--- config.mk ---
export PLATFORM = sky130hd
export DESIGN_NAME = stec_regs
export DESIGN_NICKNAME = d
export VERILOG_FILES = /design/src/core/stec_pkg.sv /design/src/core/stec_regs.sv
export SDC_FILE = /design/constraint.sdc
export NUM_CORES = 2
export LEC_CHECK = 0
export BUFFER_PORTS_ARGS = -buffer_cell sky130_fd_sc_hd__buf_2
export CORE_MARGIN = 2
export CORE_UTILIZATION = 55
export DETAILED_ROUTE_END_ITERATION = 10
export GPL_ROUTABILITY_DRIVEN = 0
export HOLD_SLACK_MARGIN = 0.05
export PLACE_DENSITY_LB_ADDON = 0.12
export SLEW_MARGIN = 20
export SYNTH_ARGS = -nofsm -noshare
export SYNTH_HDL_FRONTEND = slang
export SYNTH_SLANG_ARGS = --single-unit
--- constraint.sdc ---
create_clock -name clk -period 3.6 [get_ports clk]
set_input_delay 0.36 -clock clk [delete_from_list [all_inputs] [get_ports clk]]
set_output_delay 0.36 -clock clk [all_outputs]
set_load 0.02 [all_outputs]
--- src/core/stec_pkg.sv ---
package stec_pkg;
  localparam logic [7:0] ADDR_LUM_HIGH_THRESHOLD = 8'h24;
  localparam logic [7:0] ADDR_LUM_LOW_THRESHOLD = 8'h25;
  localparam logic [7:0] ADDR_FAST_STEP_THRESHOLDS = 8'h26;
  localparam logic [7:0] ADDR_HSYNC_ADJUST_HBLANK_HIGH = 8'h2a;
  localparam logic [7:0] ADDR_EXTRA_HBLANK_LOW = 8'h2b;
  localparam logic [7:0] ADDR_VSYNC_EXTEND_LOW = 8'h2d;
  localparam logic [7:0] ADDR_VSYNC_EXTEND_HIGH = 8'h2e;
  localparam logic [7:0] ADDR_LUMINANCE_AVERAGE = 8'h2f;
  localparam logic [7:0] ADDR_HSYNC_START_LOW = 8'h30;
  localparam logic [7:0] ADDR_HSYNC_END_LOW = 8'h31;
  localparam logic [7:0] ADDR_CLKDIV_HWINDOW_LOW = 8'h32;
  localparam logic [7:0] ADDR_GAIN_EXPOSURE_HIGH = 8'h45;
  localparam logic [7:0] ADDR_VBLANK_LINES_LOW = 8'h46;
  localparam logic [7:0] ADDR_VBLANK_LINES_HIGH = 8'h47;
  localparam logic [7:0] ADDR_ZOOM_VSTART_LOW = 8'h48;
  localparam logic [7:0] ADDR_ZOOM_VSTART_HIGH = 8'h49;
  localparam logic [7:0] ADDR_OUTPUT_SIZE_HIGH_BITS = 8'h5f;
  localparam logic [7:0] ADDR_OUTPUT_HSIZE_LOW = 8'h60;
  localparam logic [7:0] ADDR_OUTPUT_VSIZE_LOW = 8'h61;
  localparam logic [7:0] ADDR_DENOISE_CONTROL = 8'h63;

  localparam logic [7:0] RST_LUM_HIGH_THRESHOLD = 8'h78;
  localparam logic [7:0] RST_LUM_LOW_THRESHOLD = 8'h68;
  localparam logic [7:0] RST_FAST_STEP_THRESHOLDS = 8'hd4;
  localparam logic [7:0] RST_HSYNC_START_LOW = 8'h08;
  localparam logic [7:0] RST_HSYNC_END_LOW = 8'h30;
  localparam logic [7:0] RST_ZERO = 8'h00;

  localparam logic [15:0] VSYNC_BASE_LINES = 16'h0004;
  localparam logic [3:0] AE_STEP_SMALL = 4'h1;
  localparam logic [3:0] AE_STEP_LARGE = 4'h8;

  typedef enum logic [1:0] {
    STEC_AE_HOLD = 2'b00,
    STEC_AE_UP = 2'b01,
    STEC_AE_DOWN = 2'b10
  } stec_ae_dir_t;
endpackage

--- src/core/stec_regs.sv ---
module stec_regs
  import stec_pkg::*;
(
  input wire logic clk,
  input wire logic srst,
  input wire logic [7:0] regAddr,
  input wire logic [7:0] regWdata,
  input wire logic regWr,
  input wire logic regRd,
  output logic [7:0] regRdata,
  input wire logic aeAutoEn,
  input wire logic aeFastEn,
  input wire logic [7:0] lumMeasured,
  input wire logic lumValid,
  input wire logic [2:0] overrideEn,
  output logic [11:0] extraHblankCount,
  output logic [15:0] vsyncWidthLines,
  output logic [10:0] hsyncStartPix,
  output logic [10:0] hsyncEndPix,
  output logic [2:0] pclkDivRatio,
  output logic [2:0] hwinEndLsbs,
  output logic [2:0] hwinStartLsbs,
  output logic [9:0] gainValue,
  output logic [15:0] exposureValue,
  output logic [15:0] vblankLines,
  output logic [9:0] zoomVstart,
  output logic [10:0] outHsize,
  output logic outHsizeValid,
  output logic [9:0] outVsize,
  output logic outVsizeValid,
  output logic denoiseEn,
  output logic [6:0] denoiseThreshold
);
  // Register store indexed by 7-bit address; unmapped entries keep their reset zero
  logic [7:0] regs_r [0:127];
  logic [7:0] regs_nxt [0:127];
  logic [7:0] rdata_r, rdata_nxt;
  logic [9:0] gainLow_r, gainLow_nxt;
  logic [9:0] expLow_r, expLow_nxt;
  logic [7:0] gainHigh;
  stec_ae_dir_t aeDir;
  logic [3:0] aeStep;

  function automatic logic isMapped(input logic [7:0] a);
    case (a)
      ADDR_LUM_HIGH_THRESHOLD, ADDR_LUM_LOW_THRESHOLD, ADDR_FAST_STEP_THRESHOLDS,
      ADDR_HSYNC_ADJUST_HBLANK_HIGH, ADDR_EXTRA_HBLANK_LOW, ADDR_VSYNC_EXTEND_LOW,
      ADDR_VSYNC_EXTEND_HIGH, ADDR_LUMINANCE_AVERAGE, ADDR_HSYNC_START_LOW,
      ADDR_HSYNC_END_LOW, ADDR_CLKDIV_HWINDOW_LOW, ADDR_GAIN_EXPOSURE_HIGH,
      ADDR_VBLANK_LINES_LOW, ADDR_VBLANK_LINES_HIGH, ADDR_ZOOM_VSTART_LOW,
      ADDR_ZOOM_VSTART_HIGH, ADDR_OUTPUT_SIZE_HIGH_BITS, ADDR_OUTPUT_HSIZE_LOW,
      ADDR_OUTPUT_VSIZE_LOW, ADDR_DENOISE_CONTROL: isMapped = 1'b1;
      default: isMapped = 1'b0;
    endcase
  endfunction

  function automatic logic [7:0] resetOf(input logic [7:0] a);
    case (a)
      ADDR_LUM_HIGH_THRESHOLD: resetOf = RST_LUM_HIGH_THRESHOLD;
      ADDR_LUM_LOW_THRESHOLD: resetOf = RST_LUM_LOW_THRESHOLD;
      ADDR_FAST_STEP_THRESHOLDS: resetOf = RST_FAST_STEP_THRESHOLDS;
      ADDR_HSYNC_START_LOW: resetOf = RST_HSYNC_START_LOW;
      ADDR_HSYNC_END_LOW: resetOf = RST_HSYNC_END_LOW;
      default: resetOf = RST_ZERO;
    endcase
  endfunction

  // Gain/exposure direction from luminance vs thresholds
  always_comb begin
    aeDir = STEC_AE_HOLD;
    aeStep = AE_STEP_SMALL;
    if (aeAutoEn && lumValid) begin
      if (lumMeasured > regs_r[ADDR_LUM_HIGH_THRESHOLD[6:0]]) begin
        aeDir = STEC_AE_DOWN;
      end else if (lumMeasured < regs_r[ADDR_LUM_LOW_THRESHOLD[6:0]]) begin
        aeDir = STEC_AE_UP;
      end
      // Nibble thresholds compared against the luminance high nibble
      if (aeFastEn && (lumMeasured[7:4] > regs_r[ADDR_FAST_STEP_THRESHOLDS[6:0]][7:4] ||
          lumMeasured[7:4] < regs_r[ADDR_FAST_STEP_THRESHOLDS[6:0]][3:0])) begin
        aeStep = AE_STEP_LARGE;
      end
    end
  end

  // Register writes, luminance refresh and gain/exposure stepping
  always_comb begin
    logic [7:0] ge;
    logic [15:0] gainFull;
    logic [15:0] expFull;
    ge = 8'h00;
    gainFull = 16'h0000;
    expFull = 16'h0000;
    for (int i = 0; i < 128; i++) begin
      regs_nxt[i] = regs_r[i];
    end
    gainLow_nxt = gainLow_r;
    expLow_nxt = expLow_r;
    // Host write ignored at unmapped addresses
    if (regWr && isMapped(regAddr)) begin
      regs_nxt[regAddr[6:0]] = regWdata;
    end
    // Hardware refresh wins over a host write in the same cycle
    if (lumValid) begin
      regs_nxt[ADDR_LUMINANCE_AVERAGE[6:0]] = lumMeasured;
    end
    ge = regs_r[ADDR_GAIN_EXPOSURE_HIGH[6:0]];
    gainFull = {6'h00, ge[7:6], gainLow_r[7:0]};
    expFull = {ge[5:0], expLow_r};
    if (aeDir == STEC_AE_UP) begin
      gainFull = (gainFull + {12'h000, aeStep} > 16'h03ff) ? 16'h03ff
               : gainFull + {12'h000, aeStep};
      expFull = (expFull > 16'hffff - {12'h000, aeStep}) ? 16'hffff
              : expFull + {12'h000, aeStep};
    end else if (aeDir == STEC_AE_DOWN) begin
      gainFull = (gainFull < {12'h000, aeStep}) ? 16'h0000 : gainFull - {12'h000, aeStep};
      expFull = (expFull < {12'h000, aeStep}) ? 16'h0000 : expFull - {12'h000, aeStep};
    end
    if (aeDir != STEC_AE_HOLD) begin
      regs_nxt[ADDR_GAIN_EXPOSURE_HIGH[6:0]] = {gainFull[9:8], expFull[15:10]};
      gainLow_nxt = {2'b00, gainFull[7:0]};
      expLow_nxt = expFull[9:0];
    end
  end

  always_comb begin
    rdata_nxt = 8'h00;
    if (regRd && isMapped(regAddr)) begin
      rdata_nxt = regs_r[regAddr[6:0]];
    end
  end

  genvar g;
  generate
    for (g = 0; g < 128; g++) begin : gen_reg
      always_ff @(posedge clk) begin
        if (srst) begin
          regs_r[g] <= resetOf(8'(g));
        end else begin
          regs_r[g] <= regs_nxt[g];
        end
      end
    end
  endgenerate

  always_ff @(posedge clk) begin
    if (srst) begin
      rdata_r <= 8'h00;
      gainLow_r <= 10'h000;
      expLow_r <= 10'h000;
    end else begin
      rdata_r <= rdata_nxt;
      gainLow_r <= gainLow_nxt;
      expLow_r <= expLow_nxt;
    end
  end

  assign regRdata = rdata_r;
  assign gainHigh = regs_r[ADDR_GAIN_EXPOSURE_HIGH[6:0]];

  // Derived timing fields, decoded from flops; the valids and hblank gate use overrideEn
  always_comb begin
    logic [7:0] adj;
    logic [7:0] sz;
    logic [1:0] div;
    adj = regs_r[ADDR_HSYNC_ADJUST_HBLANK_HIGH[6:0]];
    sz = regs_r[ADDR_OUTPUT_SIZE_HIGH_BITS[6:0]];
    div = regs_r[ADDR_CLKDIV_HWINDOW_LOW[6:0]][7:6];
    // Zero when the enable is clear, so timing sees no stale count
    extraHblankCount = overrideEn[1] ? {adj[7:4], regs_r[ADDR_EXTRA_HBLANK_LOW[6:0]]}
                                     : 12'h000;
    vsyncWidthLines = VSYNC_BASE_LINES + {regs_r[ADDR_VSYNC_EXTEND_HIGH[6:0]],
                      regs_r[ADDR_VSYNC_EXTEND_LOW[6:0]]};
    // Pixel units: count times two
    hsyncStartPix = {adj[1:0], regs_r[ADDR_HSYNC_START_LOW[6:0]], 1'b0};
    hsyncEndPix = {adj[3:2], regs_r[ADDR_HSYNC_END_LOW[6:0]], 1'b0};
    case (div)
      2'b10: pclkDivRatio = 3'd2;
      2'b11: pclkDivRatio = 3'd4;
      default: pclkDivRatio = 3'd1;
    endcase
    hwinEndLsbs = regs_r[ADDR_CLKDIV_HWINDOW_LOW[6:0]][5:3];
    hwinStartLsbs = regs_r[ADDR_CLKDIV_HWINDOW_LOW[6:0]][2:0];
    gainValue = {gainHigh[7:6], gainLow_r[7:0]};
    exposureValue = {gainHigh[5:0], expLow_r};
    vblankLines = {regs_r[ADDR_VBLANK_LINES_HIGH[6:0]],
                   regs_r[ADDR_VBLANK_LINES_LOW[6:0]]};
    zoomVstart = {regs_r[ADDR_ZOOM_VSTART_HIGH[6:0]],
                  regs_r[ADDR_ZOOM_VSTART_LOW[6:0]][1:0]};
    outHsize = {sz[2:0], regs_r[ADDR_OUTPUT_HSIZE_LOW[6:0]]};
    outHsizeValid = overrideEn[0];
    outVsize = {sz[5:4], regs_r[ADDR_OUTPUT_VSIZE_LOW[6:0]]};
    outVsizeValid = overrideEn[2];
    denoiseEn = regs_r[ADDR_DENOISE_CONTROL[6:0]][6];
    denoiseThreshold = regs_r[ADDR_DENOISE_CONTROL[6:0]][5]
                     ? {regs_r[ADDR_DENOISE_CONTROL[6:0]][4:0], 2'b00}
                     : {2'b00, regs_r[ADDR_DENOISE_CONTROL[6:0]][4:0]};
  end

  a_ae_down: assert property (@(posedge clk) disable iff (srst)
    aeAutoEn && lumValid && lumMeasured > regs_r[ADDR_LUM_HIGH_THRESHOLD[6:0]]
    && (gainValue != 10'h000) |=> gainValue < $past(gainValue))
    else $error("gain did not drop above high threshold");

  a_ae_up: assert property (@(posedge clk) disable iff (srst)
    aeAutoEn && lumValid && lumMeasured < regs_r[ADDR_LUM_LOW_THRESHOLD[6:0]]
    && lumMeasured <= regs_r[ADDR_LUM_HIGH_THRESHOLD[6:0]]
    && (gainValue != 10'h3ff) |=> gainValue > $past(gainValue))
    else $error("gain did not rise below low threshold");

  a_fast_step: assert property (@(posedge clk) disable iff (srst)
    !aeFastEn |-> aeStep == AE_STEP_SMALL)
    else $error("large step outside fast mode");

  a_step_large: assert property (@(posedge clk) disable iff (srst)
    aeAutoEn && lumValid && aeFastEn
    && lumMeasured[7:4] > regs_r[ADDR_FAST_STEP_THRESHOLDS[6:0]][7:4]
    |-> aeStep == AE_STEP_LARGE)
    else $error("no large step above fast threshold");

  a_lum_refresh: assert property (@(posedge clk) disable iff (srst)
    lumValid |=> regs_r[ADDR_LUMINANCE_AVERAGE[6:0]] == $past(lumMeasured))
    else $error("luminance average not refreshed");

  a_hblank_gate: assert property (@(posedge clk) disable iff (srst)
    !overrideEn[1] |-> extraHblankCount == 12'h000)
    else $error("extra hblank applied while disabled");

  a_hblank_low: assert property (@(posedge clk) disable iff (srst)
    regWr && regAddr == ADDR_EXTRA_HBLANK_LOW && overrideEn[1]
    |=> !overrideEn[1] || extraHblankCount[7:0] == $past(regWdata))
    else $error("extra hblank low byte not applied");

  a_reserved_ignore: assert property (@(posedge clk) disable iff (srst)
    regWr && !isMapped(regAddr) ##1 regRd && regAddr == $past(regAddr)
    |=> regRdata == 8'h00)
    else $error("reserved address took a write");

  a_write_read: assert property (@(posedge clk) disable iff (srst)
    regWr && regAddr == ADDR_DENOISE_CONTROL ##1 regRd && regAddr == ADDR_DENOISE_CONTROL
    |=> regRdata == $past(regWdata, 2))
    else $error("de-noise readback mismatch");

  a_pclk_div: assert property (@(posedge clk) disable iff (srst)
    regs_r[ADDR_CLKDIV_HWINDOW_LOW[6:0]][7] == 1'b0 |-> pclkDivRatio == 3'd1)
    else $error("clock divided for no-effect code");

  a_pclk_half: assert property (@(posedge clk) disable iff (srst)
    regs_r[ADDR_CLKDIV_HWINDOW_LOW[6:0]][7:6] == 2'b10 |-> pclkDivRatio == 3'd2)
    else $error("clock not halved");

  a_pclk_quarter: assert property (@(posedge clk) disable iff (srst)
    regs_r[ADDR_CLKDIV_HWINDOW_LOW[6:0]][7:6] == 2'b11 |-> pclkDivRatio == 3'd4)
    else $error("clock not divided by four");

  a_vsync_low: assert property (@(posedge clk) disable iff (srst)
    regWr && regAddr == ADDR_VSYNC_EXTEND_LOW
    |=> vsyncWidthLines == VSYNC_BASE_LINES
        + {regs_r[ADDR_VSYNC_EXTEND_HIGH[6:0]], $past(regWdata)})
    else $error("vsync low extension wrong");

  a_vsync_high: assert property (@(posedge clk) disable iff (srst)
    regWr && regAddr == ADDR_VSYNC_EXTEND_HIGH
    |=> vsyncWidthLines == VSYNC_BASE_LINES
        + {$past(regWdata), regs_r[ADDR_VSYNC_EXTEND_LOW[6:0]]})
    else $error("vsync high extension wrong");

  a_hsync_start: assert property (@(posedge clk) disable iff (srst)
    regWr && regAddr == ADDR_HSYNC_START_LOW
    |=> hsyncStartPix[8:1] == $past(regWdata) && hsyncStartPix[0] == 1'b0)
    else $error("hsync start low byte wrong");

  a_hsync_end: assert property (@(posedge clk) disable iff (srst)
    regWr && regAddr == ADDR_HSYNC_END_LOW
    |=> hsyncEndPix[8:1] == $past(regWdata) && hsyncEndPix[0] == 1'b0)
    else $error("hsync end low byte wrong");

  a_hsync_msbs: assert property (@(posedge clk) disable iff (srst)
    regWr && regAddr == ADDR_HSYNC_ADJUST_HBLANK_HIGH
    |=> hsyncStartPix[10:9] == $past(regWdata[1:0])
        && hsyncEndPix[10:9] == $past(regWdata[3:2]))
    else $error("hsync high bits wrong");

  a_window_lsbs: assert property (@(posedge clk) disable iff (srst)
    regWr && regAddr == ADDR_CLKDIV_HWINDOW_LOW
    |=> {hwinEndLsbs, hwinStartLsbs} == $past(regWdata[5:0]))
    else $error("window low bits wrong");

  a_gain_high: assert property (@(posedge clk) disable iff (srst)
    regWr && regAddr == ADDR_GAIN_EXPOSURE_HIGH && aeDir == STEC_AE_HOLD
    |=> gainValue[9:8] == $past(regWdata[7:6])
        && exposureValue[15:10] == $past(regWdata[5:0]))
    else $error("gain or exposure high bits wrong");

  a_vblank_low: assert property (@(posedge clk) disable iff (srst)
    regWr && regAddr == ADDR_VBLANK_LINES_LOW |=> vblankLines[7:0] == $past(regWdata))
    else $error("vblank low byte wrong");

  a_vblank_high: assert property (@(posedge clk) disable iff (srst)
    regWr && regAddr == ADDR_VBLANK_LINES_HIGH |=> vblankLines[15:8] == $past(regWdata))
    else $error("vblank high byte wrong");

  a_zoom_low: assert property (@(posedge clk) disable iff (srst)
    regWr && regAddr == ADDR_ZOOM_VSTART_LOW |=> zoomVstart[1:0] == $past(regWdata[1:0]))
    else $error("zoom start low bits wrong");

  a_zoom_high: assert property (@(posedge clk) disable iff (srst)
    regWr && regAddr == ADDR_ZOOM_VSTART_HIGH |=> zoomVstart[9:2] == $past(regWdata))
    else $error("zoom start high byte wrong");

  a_hsize_low: assert property (@(posedge clk) disable iff (srst)
    regWr && regAddr == ADDR_OUTPUT_HSIZE_LOW |=> outHsize[7:0] == $past(regWdata))
    else $error("horizontal size low byte wrong");

  a_vsize_low: assert property (@(posedge clk) disable iff (srst)
    regWr && regAddr == ADDR_OUTPUT_VSIZE_LOW |=> outVsize[7:0] == $past(regWdata))
    else $error("vertical size low byte wrong");

  a_size_msbs: assert property (@(posedge clk) disable iff (srst)
    regWr && regAddr == ADDR_OUTPUT_SIZE_HIGH_BITS
    |=> outHsize[10:8] == $past(regWdata[2:0]) && outVsize[9:8] == $past(regWdata[5:4]))
    else $error("output size high bits wrong");

  a_denoise_scale: assert property (@(posedge clk) disable iff (srst)
    regWr && regAddr == ADDR_DENOISE_CONTROL && regWdata[5]
    |=> denoiseThreshold == {$past(regWdata[4:0]), 2'b00})
    else $error("de-noise threshold not scaled");

  c_ae_down: cover property (@(posedge clk) aeDir == STEC_AE_DOWN);
  c_reserved_wr: cover property (@(posedge clk) regWr && !isMapped(regAddr));
  c_hblank_on: cover property (@(posedge clk) overrideEn[1] && extraHblankCount != 12'h000);
  c_ae_up_fast: cover property (@(posedge clk) aeDir == STEC_AE_UP && aeStep == AE_STEP_LARGE);
  c_wr_rd: cover property (@(posedge clk) regWr ##1 regRd);
endmodule

Word-level counts from Yosys, hierarchy flattened
Memories as Yosys holds them, arrays and structs flattened. A register that Yosys moved wholly into a read port is not among the register bits.
Index checks and enable logic that the tools add are counted.
Widths: inputs -> output; s select.
{"block": "totals", "regBits": 18, "ramBits": 1024, "word_cells": 338, "memories": 1}
{"block": "op_classes", "add_sub_neg": 6, "n_lt_le_gt_ge": 10, "eq_ne": 24, "muxes": 154, "bitwise": 130, "n_reduce_logical": 11}
{"name": "regs_r", "words": 128, "width": 8, "rd": 129, "rd_ports_with_merged_regs": 1, "wr": 128, "line": "stec_regs.sv:35", "rtl": "logic [7:0] regs_r [0:127];"}
{"cell": "$mux 8", "count": 131}
{"cell": "$bwmux 1024", "count": 1}
{"cell": "$mux 1024", "count": 1}
{"cell": "$or 1x1->1", "count": 128}
{"cell": "$eq 8x6->1 const B", "count": 11}
{"cell": "$eq 8x7->1 const B", "count": 9}
{"cell": "$mux 16", "count": 4}
{"cell": "$demux 8 s7", "count": 1}
{"cell": "$mux 10", "count": 4}
{"cell": "$reduce_or 20->1", "count": 1}
{"cell": "$add 16x4->16", "count": 1}
{"cell": "$add 3x16->16 const A", "count": 1}
{"cell": "$gt 16x16->1", "count": 1}
{"cell": "$lt 16x4->1", "count": 1}
{"cell": "$sub 16x4->16", "count": 1}
{"cell": "$mux 12", "count": 1}
{"cell": "$add 10x4->11", "count": 1}
{"cell": "$gt 11x10->1 const B", "count": 1}
{"cell": "$lt 10x4->1", "count": 1}
{"cell": "$sub 10x4->10", "count": 1}
{"cell": "$ge 8x8->1 const B", "count": 1}
{"cell": "$gt 8x8->1", "count": 1}
{"cell": "$lt 8x1->1 const B", "count": 1}
{"cell": "$lt 8x8->1", "count": 1}
{"cell": "17 further kinds", "count": 30}

Depth between registers and ports, before layout
An unclocked memory read counts as a cell.
{"block": "logic_depth", "word_depth": 12, "mapped_depth": 19}

Worst setup path before layout
Ideal clock, no wire load.
{"block": "synth_timing", "path_type": "input port to flip-flop", "from": "input lumMeasured[5]", "to": "memory regs_r[69][1]", "setup_ps": 124, "arrival_time_ps": 3372, "required_time_ps": 3476, "path_slack_ps": 104, "path_stages": 18, "path_buffers": 2, "cell_sequence": "ha_1 -> nor2b_1 -> o21ai_0 -> nand2b_1 -> a21oi_1 -> a41oi_1 -> o2111ai_1 -> ha_1 -> ha_1 -> nand2b_1 -> a2111oi_4 -> and2_1 -> buf_6 -> or2_2 -> buf_6 -> nor3_2 -> o311ai_2 -> nand2_1"}
{"element": "from (decl)", "line": "stec_regs.sv:13", "rtl": "input wire logic [7:0] lumMeasured,"}
{"element": "to (decl)", "line": "stec_regs.sv:35"}

==> results.md <==
* Final worst path period need at 3.44 ns
* Flop2flop setup slack at 0.16 ns
* GRT overflow at 0
* Max-cap violations at 0
* Largest cells by area after synthesis: dfxtp_1 (50%), nor2b_1 (13%), mux4_2 (9.8%), mux2i_1 (5.2%), nand2_1 (1.8%)
* Layout Nets at 3759
* Register area at 0.0194 mm2
* Routed wire length at 104000 um
* Min-delay src: lumMeasured[5]
* FILL cells at 5549
* Slew Limit Fails at 0
* Ratio of cells with drive above 1 in the final layout at 0.194
* Most common cell in the synthesized netlist: dfxtp_1
* Post-synth top cells: dfxtp_1 (970), nor2b_1 (798), mux2i_1 (200)
* Synthesis-to-layout area growth at 14.0%
* Dpl ws at -0.214 ns
* Reg-to-Reg End: gainLow_r[5]$_SDFFE_PP0P_
* Initial Util at 0.554
* Hold WC Path Type: input pin to flop
* Avg Cell Area, Syn at 11.0 um2
* CP cell instances: inv_1 -> ha_1 -> a21boi_0 -> o21ai_1 -> nand2b_1 -> a21oi_1 -> o2111ai_1 -> buf_4 -> buf_4 -> ha_1 -> and3b_1 -> o21a_1 -> and3_4 -> o21ai_0 -> nand2_1 -> a32oi_1 -> nor2_1
* Reg2reg path depth at 17
* Die area at 0.0726 mm2
* CTS Buffer Depth at 3
* Hold path cells at 4
* Crit path capture type: flop
* Hold Vio Cnt, Final at 0
* Number of synthesized flops with an enable pin at 0
* First-pass GRT wire length at 160000 um
* DR iter-0 viols at 2202
* Static leakage at 0.0181 uW
* Clk slew on worst S/H paths at 0.06 ns
* # IOs at 184
* Register area share after synthesis at 0.501
* Critical Path AT at 3.96 ns
* Worst Path Required at 4.12 ns
* Hold endpoint: regs_r[47][5]$_SDFFE_PP0P_
* Yosys top cell area share at 0.501
* Drt drc at 0
* DP HPWL at 69900 um
* Synth Instances at 3530
* Site Rows at 97
* Async set-reset flop share out of synthesis at 0
* Post-layout util at 0.632
* Yosys top cell by area: dfxtp_1
* CTS sink cnt at 970
* Worst setup margin at 0.160 ns
* Clock latency on the worst-skew pair at 0.68 ns
* Worst setup path class: flop to flop
* Ys flop type: dfxtp_1
* Startpoint types: flop
* Detail Route Antenna Nets at 0
* H-tree depth at 3
* Vias in the first global route at 26.7k
* Outcome: completed
* CTS buffer count at 99
* Core Area at 0.0699 mm2
* DR vias/cell at 5.67
* Final setup vio count at 0
* TritonCTS clock tree: built
* Slowest stage delay, CP at 0.38 ns
* Synth cell types at 91
* Via Count at 26.7k
* Die X-Extent at 269 um
* Tightest Pin Transition at 0.907 ns
* Root Buffer: clkbuf_16
* Power per cell area at 519 mW/mm2
* Critical path peak fanout at 8
* Largest net degree at the start of global routing at 171
* Fmax at 0.291 GHz
* Worst Skew at 0.0406 ns
* Worst slew margin at 0.393
* Maximum vdd drop at 0.463 mV
* Initial antenna violation count at 3
* Die Ht at 269 um
* GR Util All Layers at 0.282
* Wirelength per Cell at 22.1 um
* IO Port Bufs at 177
* Multi-input logic area at 0.0176 mm2
* Synthesized cell area at 0.0387 mm2
* Synth Register Bits at 970
* Pre-antenna DRT Iters at 6
* Yosys warning total at 0
* Reg2reg start: regs_r[38][1]$_SDFFE_PP0P_
* Final period utilization at 0.955
* Slowest-stage cell, CP: ha_1
## worst max-delay path: cells and delay by family, from the launching register on
kind            cells  cell delay, ns
flops               1            0.36
simple gates        5            0.65
buf+inv             3            0.43
compound gates      7            1.21
fa+ha+maj           2            0.64
## metrics by stage
step	TNS, ns	cell area (um2)	cells	power (uW)	hold slack, ns
after floorplan	0	38700	3531	12100	0.429
after global placement	-1.29	40600	4514	12500	0.445
after detailed placement	-2.08	40600	4514	12600	0.447
after CTS	0	44000	4703	23000	0.125
after global routing	-0.0739	44200	4706	23600	0.162
final	0	44200	4707	22900	0.159
## how the worst max path moves through the flow
| stage | startpoint | to |
|---|---|---|
| floorplan | lumMeasured[5] | regs_r[69][1]$_SDFFE_PP0P_ |
| global placement | lumMeasured[5] | expLow_r[7]$_SDFFE_PP0P_ |
| detailed placement | lumMeasured[5] | expLow_r[7]$_SDFFE_PP0P_ |
| CTS | regs_r[36][5]$_SDFFE_PP1P_ | regs_r[69][0]$_SDFFE_PP0P_ |
| global route | regs_r[38][5]$_SDFFE_PP0P_ | regs_r[69][7]$_SDFFE_PP0P_ |
| finish | regs_r[38][1]$_SDFFE_PP0P_ | gainLow_r[5]$_SDFFE_PP0P_ |
## repair_timing
action | in CTS | in global routing
hold buffers | 7 | 0
cloned | 0 | 0
setup buffers | 2 | 3
hold endpoints to repair | 7 | 0
resized for setup | 0 | 24
pin swaps | 1 | 7
endpoints found under the setup margin | 8 | 26
## cells by family (layout without fill, tap and decap cells)
kind of cell / count (synthesis) / count (layout) / synth area share
xor+xnor: 22 / 22 / 0.00497
flops: 970 / 970 / 0.501
compound gates: 381 / 381 / 0.0663
mux: 399 / 399 / 0.166
simple gates: 1382 / 1382 / 0.201
other cells: 1 / 3 / 0.0000968
fa+ha+maj: 38 / 38 / 0.0123
buf+inv: 337 / 572 / 0.0472
## layout make-up
type | instances | share of cell area
clock buffers | 137 | 0.0641
clock inverters | 43 | 0.0122
diodes | 1 | 0.0000567
well taps | 940 | 0.0266
multi-input cells | 2224 | 0.399
flip-flops and latches | 970 | 0.440
inverters | 44 | 0.00374
repair buffers | 348 | 0.0550
## power by group
part | switching, uW | internal (uW) | leakage (uW) | total, uW
Sequential | 56.2 | 10800 | 0.00781 | 10800
Clock | 4350 | 6160 | 0.00167 | 10500
Combinational | 1010 | 592 | 0.00860 | 1600
## routing by layer
layer,wire length [um],vias up,global-route usage
met3,5670,174,0.0432
met4,2760,4,0.0811
met2,47600,788,0.450
met5,23,-,0
li1,-,12465,-
met1,47900,13237,0.399
## state kept, by name, summed over array words and instances (netlist names)
| name | count |
|---|---|
| regs_r | 944 |
| gainLow_r | 8 |
| expLow_r | 10 |
| regRdata | 8 |
## cell usage in the layout (no fill, tap or decap), types with 43 or more instances in the layout
master     instances
nor2b_1          796
nand3_1           65
dfxtp_1          969
clkbuf_16         99
a21oi_1          113
nand2_1          183
buf_2            174
inv_1             43
o21ai_0           44
mux2i_1          200
mux4_2           169
buf_4            147
nor2_1           178
(Power assumes the default switching activity.)
